**src/hdl/gds_map.vh**
```
`ifndef GDS_MAP_VH
`define GDS_MAP_VH
// operating states, one-hot
`define ST_IDLE 5'h01
`define ST_CONFIG 5'h02
`define ST_ACTIVE 5'h04
`define ST_VERIFY 5'h08
`define ST_WEAK 5'h10
// interlock timing (clock 40 MHz, 25 ns)
`define CLK_PERIOD_NS 25
`define GLITCH_NS 50
`define GLITCH_CYC ((`GLITCH_NS + `CLK_PERIOD_NS - 1) / `CLK_PERIOD_NS)
`define DEAD_MIN_NS 100
`define DEAD_MIN_CYC ((`DEAD_MIN_NS + `CLK_PERIOD_NS - 1) / `CLK_PERIOD_NS)
`define DEAD_STEP_CYC 4
// test state time-out
`define TIMEOUT_CYC 20000
// serial unlock sequence
`define UNLOCK_KEY_1 8'hA5
`define UNLOCK_KEY_2 8'h5A
// command codes
`define CMD_CONFIG 3'h1
`define CMD_ACTIVE 3'h2
`define CMD_VERIFY 3'h3
`define CMD_WEAK 3'h4
`define CMD_IDLE 3'h5
`define CMD_UNLOCK 3'h6
// field widths and levels
`define DEAD_W 4
`define LEVEL_W 8
`define VBE_DROP 8'h08
`define CNT_W 15
`define FILT_W 3
`endif
```
**src/hdl/crossconduction_interlock.v**
```verilog
// Purpose: counterpart pwm interlock with dead time and glitch filter
// Assumes: inputs already synchronised to core_clk
// Notes: violation flag pulse is one cycle wide
`include "gds_map.vh"
module crossconduction_interlock (
  // clock and reset
  input wire core_clk,
  input wire rst_n,
  // pwm inputs
  input wire counterpart_on,
  input wire command_on,
  input wire [`DEAD_W-1:0] interlock_dead_time_field,
  // results
  output reg pwm_gated_q,
  output reg inhibit_q,
  output reg violation_q
);
  reg [`CNT_W-1:0] dead_cnt_q;
  reg [`FILT_W-1:0] filt_cnt_q;
  wire [31:0] dead_sum;
  wire [`CNT_W-1:0] dead_load;
  wire inhibit_now;
  wire conflict;

  // dead time is the hardware floor plus the configured extension
  assign dead_sum = `DEAD_MIN_CYC + interlock_dead_time_field * `DEAD_STEP_CYC;
  assign dead_load = dead_sum[`CNT_W-1:0]; // count fits the counter width
  assign inhibit_now = counterpart_on | (dead_cnt_q != {`CNT_W{1'b0}});
  assign conflict = inhibit_now & command_on;

  // dead time counter restarts while counterpart stays on
  always @(posedge core_clk or negedge rst_n) begin
    if (!rst_n) begin
      dead_cnt_q <= {`CNT_W{1'b0}};
    end else if (counterpart_on) begin
      dead_cnt_q <= dead_load;
    end else if (dead_cnt_q != {`CNT_W{1'b0}}) begin
      dead_cnt_q <= dead_cnt_q - 1'b1;
    end
  end

  // gating and filtered violation detection
  always @(posedge core_clk or negedge rst_n) begin
    if (!rst_n) begin
      pwm_gated_q <= 1'b0;
      inhibit_q <= 1'b0;
      violation_q <= 1'b0;
      filt_cnt_q <= {`FILT_W{1'b0}};
    end else begin
      pwm_gated_q <= command_on & ~inhibit_now;
      inhibit_q <= inhibit_now;
      violation_q <= 1'b0;
      if (!conflict) begin
        filt_cnt_q <= {`FILT_W{1'b0}};
      end else if (filt_cnt_q < `GLITCH_CYC) begin
        filt_cnt_q <= filt_cnt_q + 1'b1;
      end else if (filt_cnt_q == `GLITCH_CYC) begin
        filt_cnt_q <= filt_cnt_q + 1'b1;
        violation_q <= 1'b1;
      end
    end
  end
endmodule

```
**src/hdl/gate_driver_safety_supervisor.v**
```verilog
// Purpose: supply lockout, interlock, serial error and test state supervision
// Assumes: comparator and pin inputs are asynchronous; command strobes are on core_clk
// Notes: flags clear by one-cycle clear strobes; set wins over clear
// Operation
// - primary undervoltage: regular turn-off, ready low
// - primary recovery: release ready, set reset flag
// - secondary undervoltage: turn-off, flag, fault on change
// - secondary recovery removes error, output re-enablable
// - level select chooses secondary undervoltage threshold
// - live secondary detector state as status
// - secondary logic reset below reset threshold
// - counterpart on inhibits own pwm input
// - dead time after counterpart off, configurable
// - pwm during inhibition ignored, flag set
// - conflicts under 50 ns are filtered
// - interlock always on, status bit reflects it
// - invalid serial commands flag error, parity optional
// - tests need unlock sequence, refused when active
// - test states time out back to idle
// - supervision selections latch on verification entry
// - reduced gate turn-on exactly in weak state
// - compensation bit subtracts one diode drop
`include "gds_map.vh"
module gate_driver_safety_supervisor (
  // clock and reset
  input wire core_clk,
  input wire nrst,
  // supply comparators
  input wire primary_undervoltage_lockout,
  input wire secondary_uv_low_level,
  input wire secondary_uv_high_level,
  input wire secondary_reset_comparator,
  input wire secondary_undervoltage_level_select,
  // pwm pins
  input wire pwm_command_input,
  input wire counterpart_pwm_input,
  input wire [`DEAD_W-1:0] interlock_dead_time_field,
  // serial command port, decoded frames
  input wire cmd_valid,
  input wire [2:0] cmd_code,
  input wire [7:0] cmd_data,
  input wire cmd_format_error,
  input wire cmd_parity_bad,
  input wire parity_check_enable,
  // configuration
  input wire [3:0] primary_supervision_control,
  input wire [3:0] secondary_supervision_control,
  input wire [`LEVEL_W-1:0] turn_on_plateau_level,
  input wire booster_diode_compensation_bit,
  // flag clears
  input wire clear_primary_reset,
  input wire clear_secondary_uv,
  input wire clear_crossconduction,
  input wire clear_serial_error,
  // status
  output reg reset_ready_pin,
  output reg fault_b_pin,
  output reg primary_reset_flag,
  output reg secondary_undervoltage_error_flag,
  output reg secondary_undervoltage_live_status,
  output reg crossconduction_error_flag,
  output reg crossconduction_status_bit,
  output reg serial_command_error_flag,
  output reg [4:0] operating_state,
  output reg [3:0] active_primary_supervision,
  output reg [3:0] active_secondary_supervision,
  // output stage
  output reg pwm_out,
  output reg reduced_gate_turn_on,
  output reg [`LEVEL_W-1:0] turn_on_level_output,
  output reg secondary_in_reset
);
  reg rst_s1_q, rst_n_q;
  reg [2:0] uv1_sync_q, uv2l_sync_q, uv2h_sync_q, rst2_sync_q, inp_sync_q, counterpart_pwm_input_sync_q;
  reg uv1_q, uv2l_q, uv2h_q, rst2_q, inp_q, counterpart_pwm_input_q;
  reg uv2_err_q;
  reg [4:0] state_q, state_d;
  reg [1:0] unlock_q;
  reg [`CNT_W-1:0] tmo_q;
  reg cmd_bad;
  wire pwm_gated, inhibit, violation, uv2_trip, unlocked, tmo_done;

  // stable level once second and third stage agree
  function filt;
    input [2:0] s;
    input cur;
    begin
      filt = (s[1] == s[2]) ? s[2] : cur;
    end
  endfunction

  // reset release through two flip-flops
  always @(posedge core_clk or negedge nrst) begin
    if (!nrst) begin
      rst_s1_q <= 1'b0;
      rst_n_q <= 1'b0;
    end else begin
      rst_s1_q <= 1'b1;
      rst_n_q <= rst_s1_q;
    end
  end

  // three-stage synchronisers for pin and comparator inputs
  always @(posedge core_clk or negedge rst_n_q) begin
    if (!rst_n_q) begin
      uv1_sync_q <= 3'h0;
      uv2l_sync_q <= 3'h0;
      uv2h_sync_q <= 3'h0;
      rst2_sync_q <= 3'h0;
      inp_sync_q <= 3'h0;
      counterpart_pwm_input_sync_q <= 3'h0;
      uv1_q <= 1'b0;
      uv2l_q <= 1'b0;
      uv2h_q <= 1'b0;
      rst2_q <= 1'b0;
      inp_q <= 1'b0;
      counterpart_pwm_input_q <= 1'b0;
    end else begin
      uv1_sync_q <= {uv1_sync_q[1:0], primary_undervoltage_lockout};
      uv2l_sync_q <= {uv2l_sync_q[1:0], secondary_uv_low_level};
      uv2h_sync_q <= {uv2h_sync_q[1:0], secondary_uv_high_level};
      rst2_sync_q <= {rst2_sync_q[1:0], secondary_reset_comparator};
      inp_sync_q <= {inp_sync_q[1:0], pwm_command_input};
      counterpart_pwm_input_sync_q <= {counterpart_pwm_input_sync_q[1:0], counterpart_pwm_input};
      uv1_q <= filt(uv1_sync_q, uv1_q);
      uv2l_q <= filt(uv2l_sync_q, uv2l_q);
      uv2h_q <= filt(uv2h_sync_q, uv2h_q);
      rst2_q <= filt(rst2_sync_q, rst2_q);
      inp_q <= filt(inp_sync_q, inp_q);
      counterpart_pwm_input_q <= filt(counterpart_pwm_input_sync_q, counterpart_pwm_input_q);
    end
  end

  // threshold choice for the secondary detector
  assign uv2_trip = secondary_undervoltage_level_select ? uv2l_q : uv2h_q;
  assign unlocked = unlock_q == 2'h2;
  assign tmo_done = tmo_q == `TIMEOUT_CYC;

  crossconduction_interlock u_interlock (
    .core_clk(core_clk),
    .rst_n(rst_n_q),
    .counterpart_on(counterpart_pwm_input_q),
    .command_on(inp_q),
    .interlock_dead_time_field(interlock_dead_time_field),
    .pwm_gated_q(pwm_gated),
    .inhibit_q(inhibit),
    .violation_q(violation)
  );

  // invalid serial command detection
  always @* begin
    cmd_bad = 1'b0;
    if (cmd_valid) begin
      cmd_bad = cmd_format_error | (parity_check_enable & cmd_parity_bad);
      if (cmd_code == 3'h0 || cmd_code == 3'h7) begin
        cmd_bad = 1'b1;
      end
    end
  end

  // operating state transitions
  always @* begin
    state_d = state_q;
    if (uv1_q || uv2_err_q) begin
      state_d = `ST_IDLE;
    end else if ((state_q == `ST_VERIFY || state_q == `ST_WEAK) && tmo_done) begin
      state_d = `ST_IDLE;
    end else if (cmd_valid && !cmd_bad) begin
      case (state_q)
        `ST_IDLE: if (cmd_code == `CMD_CONFIG) state_d = `ST_CONFIG;
        `ST_CONFIG: begin
          if (cmd_code == `CMD_ACTIVE) state_d = `ST_ACTIVE;
          else if (cmd_code == `CMD_VERIFY && unlocked) state_d = `ST_VERIFY;
        end
        `ST_ACTIVE: if (cmd_code == `CMD_IDLE) state_d = `ST_IDLE; // tests refused while active
        `ST_VERIFY: begin
          if (cmd_code == `CMD_WEAK) state_d = `ST_WEAK;
          else if (cmd_code == `CMD_IDLE) state_d = `ST_IDLE;
        end
        `ST_WEAK: if (cmd_code == `CMD_IDLE) state_d = `ST_IDLE;
        default: state_d = `ST_IDLE;
      endcase
    end
  end

  // state, unlock sequence, time-out and supervision selections
  always @(posedge core_clk or negedge rst_n_q) begin
    if (!rst_n_q) begin
      state_q <= `ST_IDLE;
      unlock_q <= 2'h0;
      tmo_q <= {`CNT_W{1'b0}};
      active_primary_supervision <= 4'h0;
      active_secondary_supervision <= 4'h0;
    end else begin
      state_q <= state_d;
      if (cmd_valid && !cmd_bad && cmd_code == `CMD_UNLOCK) begin
        if (unlock_q == 2'h0 && cmd_data == `UNLOCK_KEY_1) unlock_q <= 2'h1;
        else if (unlock_q == 2'h1 && cmd_data == `UNLOCK_KEY_2) unlock_q <= 2'h2;
        else if (unlock_q != 2'h2) unlock_q <= 2'h0;
      end
      if (state_d == `ST_VERIFY || state_d == `ST_WEAK) begin
        if (!tmo_done) tmo_q <= tmo_q + 1'b1;
      end else begin
        tmo_q <= {`CNT_W{1'b0}};
      end
      if (state_q == `ST_CONFIG && state_d == `ST_VERIFY) begin
        active_primary_supervision <= primary_supervision_control;
        active_secondary_supervision <= secondary_supervision_control;
      end else if (state_d != `ST_VERIFY && state_d != `ST_WEAK) begin
        active_primary_supervision <= 4'h0;
        active_secondary_supervision <= 4'h0;
      end
    end
  end

  // latched error flags, set beats clear
  always @(posedge core_clk or negedge rst_n_q) begin
    if (!rst_n_q) begin
      uv2_err_q <= 1'b0;
      primary_reset_flag <= 1'b1;
      secondary_undervoltage_error_flag <= 1'b0;
      crossconduction_error_flag <= 1'b0;
      serial_command_error_flag <= 1'b0;
    end else begin
      uv2_err_q <= uv2_trip;
      if (uv1_q) primary_reset_flag <= 1'b1;
      else if (clear_primary_reset) primary_reset_flag <= 1'b0;
      if (uv2_trip) secondary_undervoltage_error_flag <= 1'b1;
      else if (clear_secondary_uv) secondary_undervoltage_error_flag <= 1'b0;
      if (violation) crossconduction_error_flag <= 1'b1;
      else if (clear_crossconduction) crossconduction_error_flag <= 1'b0;
      if (cmd_bad) serial_command_error_flag <= 1'b1;
      else if (clear_serial_error) serial_command_error_flag <= 1'b0;
    end
  end

  // pins and output stage
  always @(posedge core_clk or negedge rst_n_q) begin
    if (!rst_n_q) begin
      reset_ready_pin <= 1'b0;
      fault_b_pin <= 1'b1;
      secondary_undervoltage_live_status <= 1'b0;
      crossconduction_status_bit <= 1'b0;
      operating_state <= `ST_IDLE;
      pwm_out <= 1'b0;
      reduced_gate_turn_on <= 1'b0;
      turn_on_level_output <= {`LEVEL_W{1'b0}};
      secondary_in_reset <= 1'b1;
    end else begin
      reset_ready_pin <= ~uv1_q;
      if (uv2_trip && state_q != `ST_IDLE) fault_b_pin <= 1'b0;
      else if (!secondary_undervoltage_error_flag) fault_b_pin <= 1'b1;
      secondary_undervoltage_live_status <= uv2_trip;
      crossconduction_status_bit <= inhibit;
      operating_state <= state_q;
      pwm_out <= pwm_gated & (state_q == `ST_ACTIVE || state_q == `ST_WEAK) & ~uv1_q & ~uv2_err_q;
      reduced_gate_turn_on <= (state_q == `ST_WEAK);
      if (booster_diode_compensation_bit) begin
        turn_on_level_output <= (turn_on_plateau_level > `VBE_DROP) ?
          turn_on_plateau_level - `VBE_DROP : {`LEVEL_W{1'b0}};
      end else begin
        turn_on_level_output <= turn_on_plateau_level;
      end
      secondary_in_reset <= rst2_q;
    end
  end
endmodule

```
**config.mk**
```make
export PLATFORM = sky130hd
export DESIGN_NAME = gate_driver_safety_supervisor
export DESIGN_NICKNAME = d
export VERILOG_FILES = /design/src/hdl/crossconduction_interlock.v /design/src/hdl/gate_driver_safety_supervisor.v
export VERILOG_INCLUDE_DIRS = /design/src /design/src/hdl
export SDC_FILE = /design/constraint.sdc
export NUM_CORES = 1
export LEC_CHECK = 0
export ABC_AREA = 1
export ABC_CLOCK_PERIOD_IN_PS = 4200
export BUFFER_PORTS_ARGS = -buffer_cell sky130_fd_sc_hd__buf_2
export CORE_MARGIN = 3
export CORE_UTILIZATION = 45
export DETAILED_ROUTE_END_ITERATION = 8
export GPL_TIMING_DRIVEN = 0
export PLACE_DENSITY = 0.66
export SLEW_MARGIN = 40
export SYNTH_ARGS = -nofsm -noshare
export SYNTH_HDL_FRONTEND = slang
export SYNTH_HIERARCHICAL = 1
export SYNTH_SLANG_ARGS = --single-unit
```
**constraint.sdc**
```tcl
create_clock -name core_clk -period 4.2 [get_ports core_clk]
set_input_delay 0.21 -clock core_clk [delete_from_list [all_inputs] [get_ports core_clk]]
set_output_delay 0.21 -clock core_clk [all_outputs]
set_load 0.02 [all_outputs]
```
* Word-level counts from Yosys, hierarchy flattened
Cells that the tools add are included.
Word-level totals: register bits 101
Operators by class: add/subtract/negate cells 5, equality and inequality tests 33, muxes and demuxes 40, reductions and logical operators 27, bitwise logic cells 11, $lt $le $gt $ge 2
Operators with widths (number):
- 15-bit 2-to-1 mux | 4
- 5-bit 2-to-1 mux | 8
- 5-bit one-hot mux with 4 select lines | 1
- 1-bit 2-to-1 mux | 16
- 8-bit 2-to-1 mux | 2
- 15-bit by 1-bit adder with 15-bit output, second input constant | 1
- 15-bit equality test, second input constant | 1
- 15-bit nonzero test | 1
- 15-bit by 1-bit subtractor with 15-bit output, second input constant | 1
- 3-bit equality test, second input constant | 4
- 4-bit 2-to-1 mux | 3
- 2-bit nonzero test | 6
- 5-bit by 4-bit equality test with 1-bit output, second input constant | 2
- 5-bit equality test, second input constant | 2
- 3-bit by 2-bit equality test with 1-bit output, second input constant | 3
- 1-bit logical AND | 9
- 3-bit 2-to-1 mux | 3
- 8-bit by 7-bit equality test with 1-bit output, second input constant | 1
- 8-bit equality test, second input constant | 1
- 8-bit by 4-bit > comparator with 1-bit output, second input constant | 1
- 8-bit by 4-bit subtractor with 8-bit output, second input constant | 1
- 3-bit by 6-bit adder with 7-bit output, first input constant | 1
- 1-bit AND | 6
- 1-bit equality test | 6
- 24 further kinds | 34

* Logic depth before layout (Yosys ltp)
depth after elaboration 13, gate-level depth with buffers 14

* Hierarchy
Netlist, hierarchy kept.
By module, submodules not included:
- gate_driver_safety_supervisor | seq. area each 2008.2 sq um, times used 1, cells each 377, area an instance 3510.9 sq um
- crossconduction_interlock | seq. area each 525.5 sq um, times used 1, cells each 161, area an instance 1249.9 sq um

* Worst setup path before layout
OpenSTA, ideal clock, no wires.
kind register to register, from register tmo_q[0], to register tmo_q[14], setup time 0.123 ns, data arrival time 1.690 ns, buffers on the path 1, path slack 2.388 ns, cell stages (with the launch flop) 15, clock period less this slack 1.812 ns, required time 4.077 ns, cell sequence dfrtp_1 inv_1 ha_1 inv_1 nor2_1 nand2_1 nor2_1 nand3_1 nand2_1 a21oi_1 nand3_1 nand2_4 nand2_4 buf_6 nor2_4
On the way: cells in the longest elaborated chain, start to end 7, elaborated cells on any way between the ends 11, classes of those cells 1 x add/sub; 4 x eq/ne; 4 x mux; 2 x reduce/logical
Ends and longest elaborated chain:
- start: declaration | RTL line gate_driver_safety_supervisor.v:79 | reg [`CNT_W-1:0] tmo_q;
- start signal: assignment | RTL line gate_driver_safety_supervisor.v:191 | tmo_q <= {`CNT_W{1'b0}};
- start signal: assignment | RTL line gate_driver_safety_supervisor.v:202 | if (!tmo_done) tmo_q <= tmo_q + 1'b1;
- start signal: assignment | RTL line gate_driver_safety_supervisor.v:204 | tmo_q <= {`CNT_W{1'b0}};
- 15-bit equality test (no source line)
- 1-bit logical AND | RTL line gate_driver_safety_supervisor.v:166 | end else if ((state_q == `ST_VERIFY || state_q == `ST_WEAK) && tmo_done) begin
- 5-bit 2-to-1 mux | RTL line gate_driver_safety_supervisor.v:166
- 5-bit 2-to-1 mux | RTL line gate_driver_safety_supervisor.v:164 | if (uv1_q || uv2_err_q) begin
- 5-bit by 4-bit equality test with 1-bit output (no source line) / 5-bit equality test (equally long branches)
- 1-bit logical OR (no source line)
- 2-bit inequality test (no source line) / 15-bit 2-to-1 mux (equally long branches)
Parallel ways exist; a longest one is shown, timed or not. The select of a mux whose other input is x is not followed. A chain may end at the register's enable or synchronous reset.

* Final worst setup path
from register tmo_q[0], to register tmo_q[1]
On the way: cells in the longest elaborated chain, start to end 7, elaborated cells on any way between the ends 11, classes of those cells 1 x add/sub; 4 x eq/ne; 4 x mux; 2 x reduce/logical
Ends and longest elaborated chain:
- 15-bit equality test (no source line) *
- 1-bit logical AND * | RTL line gate_driver_safety_supervisor.v:166
- 5-bit 2-to-1 mux * | RTL line gate_driver_safety_supervisor.v:166
- 5-bit 2-to-1 mux * | RTL line gate_driver_safety_supervisor.v:164
- named net state_d[2] | RTL line gate_driver_safety_supervisor.v:77 | reg [4:0] state_q, state_d;
- 5-bit by 4-bit equality test with 1-bit output (no source line) / 5-bit equality test (equally long branches)
- 1-bit logical OR (no source line) *
- 2-bit inequality test (no source line) / 15-bit 2-to-1 mux (equally long branches)
Mark *: on every way through the listed nets, which the timed path passes. The rest lies on a longest branch. The select of a mux whose other input is x is not followed.

==> metrics.txt <==
# TYPE chip_impl_metric gauge
chip_impl_metric{name="floorplan.core_area",unit="mm2"} 0.0100
chip_impl_metric{name="vias",unit=""} 3793
chip_impl_metric{name="yosysWarnings",unit=""} 6
chip_impl_metric{name="maximum_number_of_buffers_from_clock_root_to_sink",unit=""} 2
chip_impl_metric{name="hold-worst-slack",unit="ps"} 14.5
chip_impl_metric{name="clock_insertion_delay_worst_skew",unit="ps"} 360
chip_impl_metric{name="n_antenna_cell",unit=""} 0
chip_impl_metric{name="fp.dieArea",unit="mm2"} 0.0118
chip_impl_metric{name="timing.max_cap.violations",unit=""} 0
chip_impl_metric{name="finalHoldViolations",unit=""} 0
chip_impl_metric{name="timing.critical_path.fanout_max",unit=""} 10
chip_impl_metric{name="preCtsSetupSlack",unit="ps"} 2090
chip_impl_metric{name="worst_path_largest_cell_delay",unit="ps"} 420
chip_impl_info{name="crit_path_cell_trace",value="inv_1, ha_1, inv_1, nor2_1, nand2_1, nor2_1, nand3_1, nand2_1, nor2_1, nor2_8, nand2_4, buf_6, a21oi_2"} 1
chip_impl_metric{name="seq_power_share",unit="%"} 48.5
chip_impl_metric{name="finalNonFillerCells",unit=""} 777
chip_impl_metric{name="mappedNetlistArea",unit="mm2"} 0.00476
chip_impl_info{name="grt_setup_unrepaired",value="false"} 1
chip_impl_metric{name="proportion_of_layout_cells_with_a_drive_suffix_above_1",unit="%"} 22.4
chip_impl_metric{name="wl_per_cell",unit="um"} 12.2
chip_impl_metric{name="post-dp-hpwl",unit="um"} 7210
chip_impl_info{name="holdCritPathClass",value="in2reg"} 1
chip_impl_info{name="cpMostUsedCell",value="nor2_1"} 1
chip_impl_info{name="cts-root-buf",value="clkbuf_8"} 1
chip_impl_metric{name="port_buffers",unit=""} 80
chip_impl_metric{name="antenna_found_initial",unit=""} 0
chip_impl_metric{name="postLayoutCoreUtil",unit="%"} 56.6
chip_impl_metric{name="cts_inserted_buffers",unit=""} 9
chip_impl_metric{name="synth.net_count",unit=""} 595
chip_impl_metric{name="flow.area_growth_from_synthesis",unit="%"} 19.4
chip_impl_metric{name="die_width",unit="um"} 109
chip_impl_metric{name="internal_power",unit="mW"} 1.61
chip_impl_metric{name="period_needed",unit="ps"} 2140
chip_impl_metric{name="netSwitchingFraction",unit="%"} 32.2
chip_impl_metric{name="drtIter0Drc",unit=""} 183
chip_impl_info{name="outcome",value="complete, no violations"} 1
chip_impl_metric{name="ir_worst_vdd",unit="V"} 0.000175
chip_impl_metric{name="timing.fmax",unit="GHz"} 0.467
chip_impl_metric{name="cp.required",unit="ps"} 4490
chip_impl_metric{name="row_count",unit=""} 36
chip_impl_info{name="crit_type",value="reg2reg"} 1
chip_impl_metric{name="gp_congestion",unit=""} 0.852
chip_impl_metric{name="postRouteAntennaNets",unit=""} 0
chip_impl_metric{name="cp_num_buf_inv",unit=""} 3
chip_impl_metric{name="grt_pass1_wl",unit="um"} 15900
chip_impl_metric{name="detail_route.drc_violations",unit=""} 0
chip_impl_metric{name="timing.setup.tns",unit="ps"} 0
chip_impl_metric{name="total_switching_power",unit="mW"} 0.763
chip_impl_metric{name="comb_power_share",unit="%"} 22.3
chip_impl_metric{name="grt.overflow.total",unit=""} 0
chip_impl_metric{name="drt_pass1_iterations",unit=""} 5
chip_impl_metric{name="final.setup.worst_slack",unit="ps"} 2060
chip_impl_info{name="worst_path_max_delay_cell",value="dfrtp_1"} 1
chip_impl_info{name="crit_path_capture_type",value="flop"} 1
chip_impl_metric{name="finish.net_count",unit=""} 696
chip_impl_metric{name="crit_arrival",unit="ps"} 2430
chip_impl_metric{name="holdBufCountCts",unit=""} 8
chip_impl_metric{name="dp_cells",unit=""} 753
chip_impl_metric{name="fp.dieH",unit="um"} 109
chip_impl_metric{name="gr-usage-all-layers",unit="%"} 16.7
chip_impl_metric{name="post_cts.repair.setup_buffers",unit=""} 0
chip_impl_info{name="tritoncts",value="done"} 1
chip_impl_metric{name="syn_inst",unit=""} 538
chip_impl_metric{name="clock_sink_count",unit=""} 101
chip_impl_metric{name="wirelength",unit="um"} 9510
chip_impl_metric{name="syn_avg_cell_area",unit="um2"} 8.85
chip_impl_metric{name="vias_per_cell",unit=""} 4.88
chip_impl_metric{name="cts.clk_slew.worst_paths",unit="ps"} 100
chip_impl_metric{name="finalSetupViolCount",unit=""} 0
chip_impl_metric{name="cellPowerDensity",unit="mW/mm2"} 417
chip_impl_metric{name="fin_crit_sh",unit="%"} 50.9
chip_impl_metric{name="clkPwrFrac",unit="%"} 29.2
chip_impl_metric{name="timing.final.max_slew_violations",unit=""} 0
chip_impl_info{name="cell_family_contributing_the_most_delay_on_the_critical_path",value="simple AND/OR/NAND/NOR gates"} 1
chip_impl_metric{name="ys_seq_area_share",unit="%"} 53.2
chip_impl_metric{name="pin_count",unit=""} 81
chip_impl_info{name="crit_path_start_kind",value="flop"} 1
chip_impl_metric{name="initial_utilization",unit="%"} 47.4
chip_impl_metric{name="number_of_global_route_vias_before_repair",unit=""} 3603
chip_impl_metric{name="leakagePower",unit="nW"} 2.90
chip_impl_metric{name="ctsHtreeMaxLevel",unit=""} 3
chip_impl_metric{name="pin_count_of_the_biggest_net_entering_global_routing",unit=""} 44
chip_impl_metric{name="synth.ff_latch_count",unit=""} 101
chip_impl_metric{name="cts_resized",unit=""} 0
chip_impl_metric{name="netlist-cell-type-count",unit=""} 36
chip_impl_metric{name="clock-skew-final",unit="ps"} 11.0
-- synthesized netlist by cell type (all sizes together) --
master	instances	area share (%)
dfrtp	96	50
dfstp	5	2.8
o21bai	1	0.16
o211ai	1	0.16
maj3	6	1.3
xnor2	4	0.74
o41ai	1	0.18
nor4	3	0.39
or2	1	0.13
nand3	47	5.8
a21oi	14	1.6
inv	84	6.6
o2111ai	5	0.92
o21ai	14	1.5
nor2	81	8.4
a31oi	2	0.26
conb	1	0.079
xor2	12	2.2
o22ai	2	0.26
buf	2	0.34
ha	8	2.1
nand4	17	2.4
nand2	111	9.2
nor3	20	2.1
-- final cells by class --
cell class              instances  area [um2]
multi-input cells             351        1900
well taps                     133         166
inverters                      84         315
fillers                       904        4360
flip-flops and latches        101        2540
clock buffers                   9         124
repair buffers                 90         520
clock inverters                 7         108
plain buffers                   2        16.3
-- worst paths after layout --
path / from / slack, ps / endpoint / cells after the start
max in group asynchronous: rst_n_q / 3320 / fault_b_pin / 1
worst max register to register: tmo_q[0] / 2060 / tmo_q[1] / 13
worst min-delay path: clear_crossconduction / 10 / crossconduction_error_flag / 2
worst max-delay path: tmo_q[0] / 2060 / tmo_q[1] / 13
worst min register to register: rst_n_q / 260 / rst2_sync_q[1] / 0
min in group asynchronous: nrst / 140 / rst_n_q / 2
-- kinds of logic after synthesis --
kind of cell,share of synthesized area [%]
other,0.0788
buffers and inverters,6.96
adders and majority gates,3.36
xor gates and xnor gates,2.94
DFF,53.2
and+or+nand+nor,28.4
AOI/OAI and AO/OA,5.05
-- sequential cells by signal, summed over array words and instances (netlist names), 4 cells and up --
register,cells
active_primary_supervision,4
active_secondary_supervision,4
operating_state,5
state_q,5
tmo_q,15
turn_on_level_output,8
u_interlock/dead_cnt_q,15
-- power groups by stage --
stage | Combinational (mW) | Clock, mW | Sequential, mW
6_report | 0.529 | 0.693 | 1.15
5_1_grt | 0.601 | 0.755 | 1.16
4_1_cts | 0.529 | 0.716 | 1.15
3_5_place_dp | 0.522 | 0 | 1.17
3_3_place_gp | 0.488 | 0 | 1.18
2_1_floorplan | 0.360 | 0 | 1.18
-- cells in the final DEF, fill, tap and decap left out, drive strengths merged, types with 5 or more instances in the layout --
master,netlist,layout
a21oi,14,14
dfstp,5,5
nor3,20,20
nor2,81,81
ha,8,8
maj3,6,6
nand3,47,47
inv,84,86
nand4,17,17
clkbuf,0,9
dlygate4sd3,0,8
nand2,111,111
o21ai,14,14
dfrtp,96,96
o2111ai,5,5
xor2,12,12
buf,2,84
-- per-stage QoR --
stage / power (mW) / instance area [um2]
6_report: 2.37 / 5680
5_1_grt: 2.52 / 5680
3_3_place_gp: 1.66 / 5330
4_1_cts: 2.40 / 5680
3_5_place_dp: 1.69 / 5370
2_1_floorplan: 1.54 / 4760
-- layer usage --
layer / up-vias / GRT usage (%) / part of all wire, %
li1: 1927 / - / -
met1: 1766 / 23.0 / 47
met2: 94 / 26.7 / 46
met3: 6 / 2.96 / 5.3
met4: 0 / 6.22 / 0.94
met5: - / 0 / 0
Note: power is estimated with default switching activity, not from simulation.
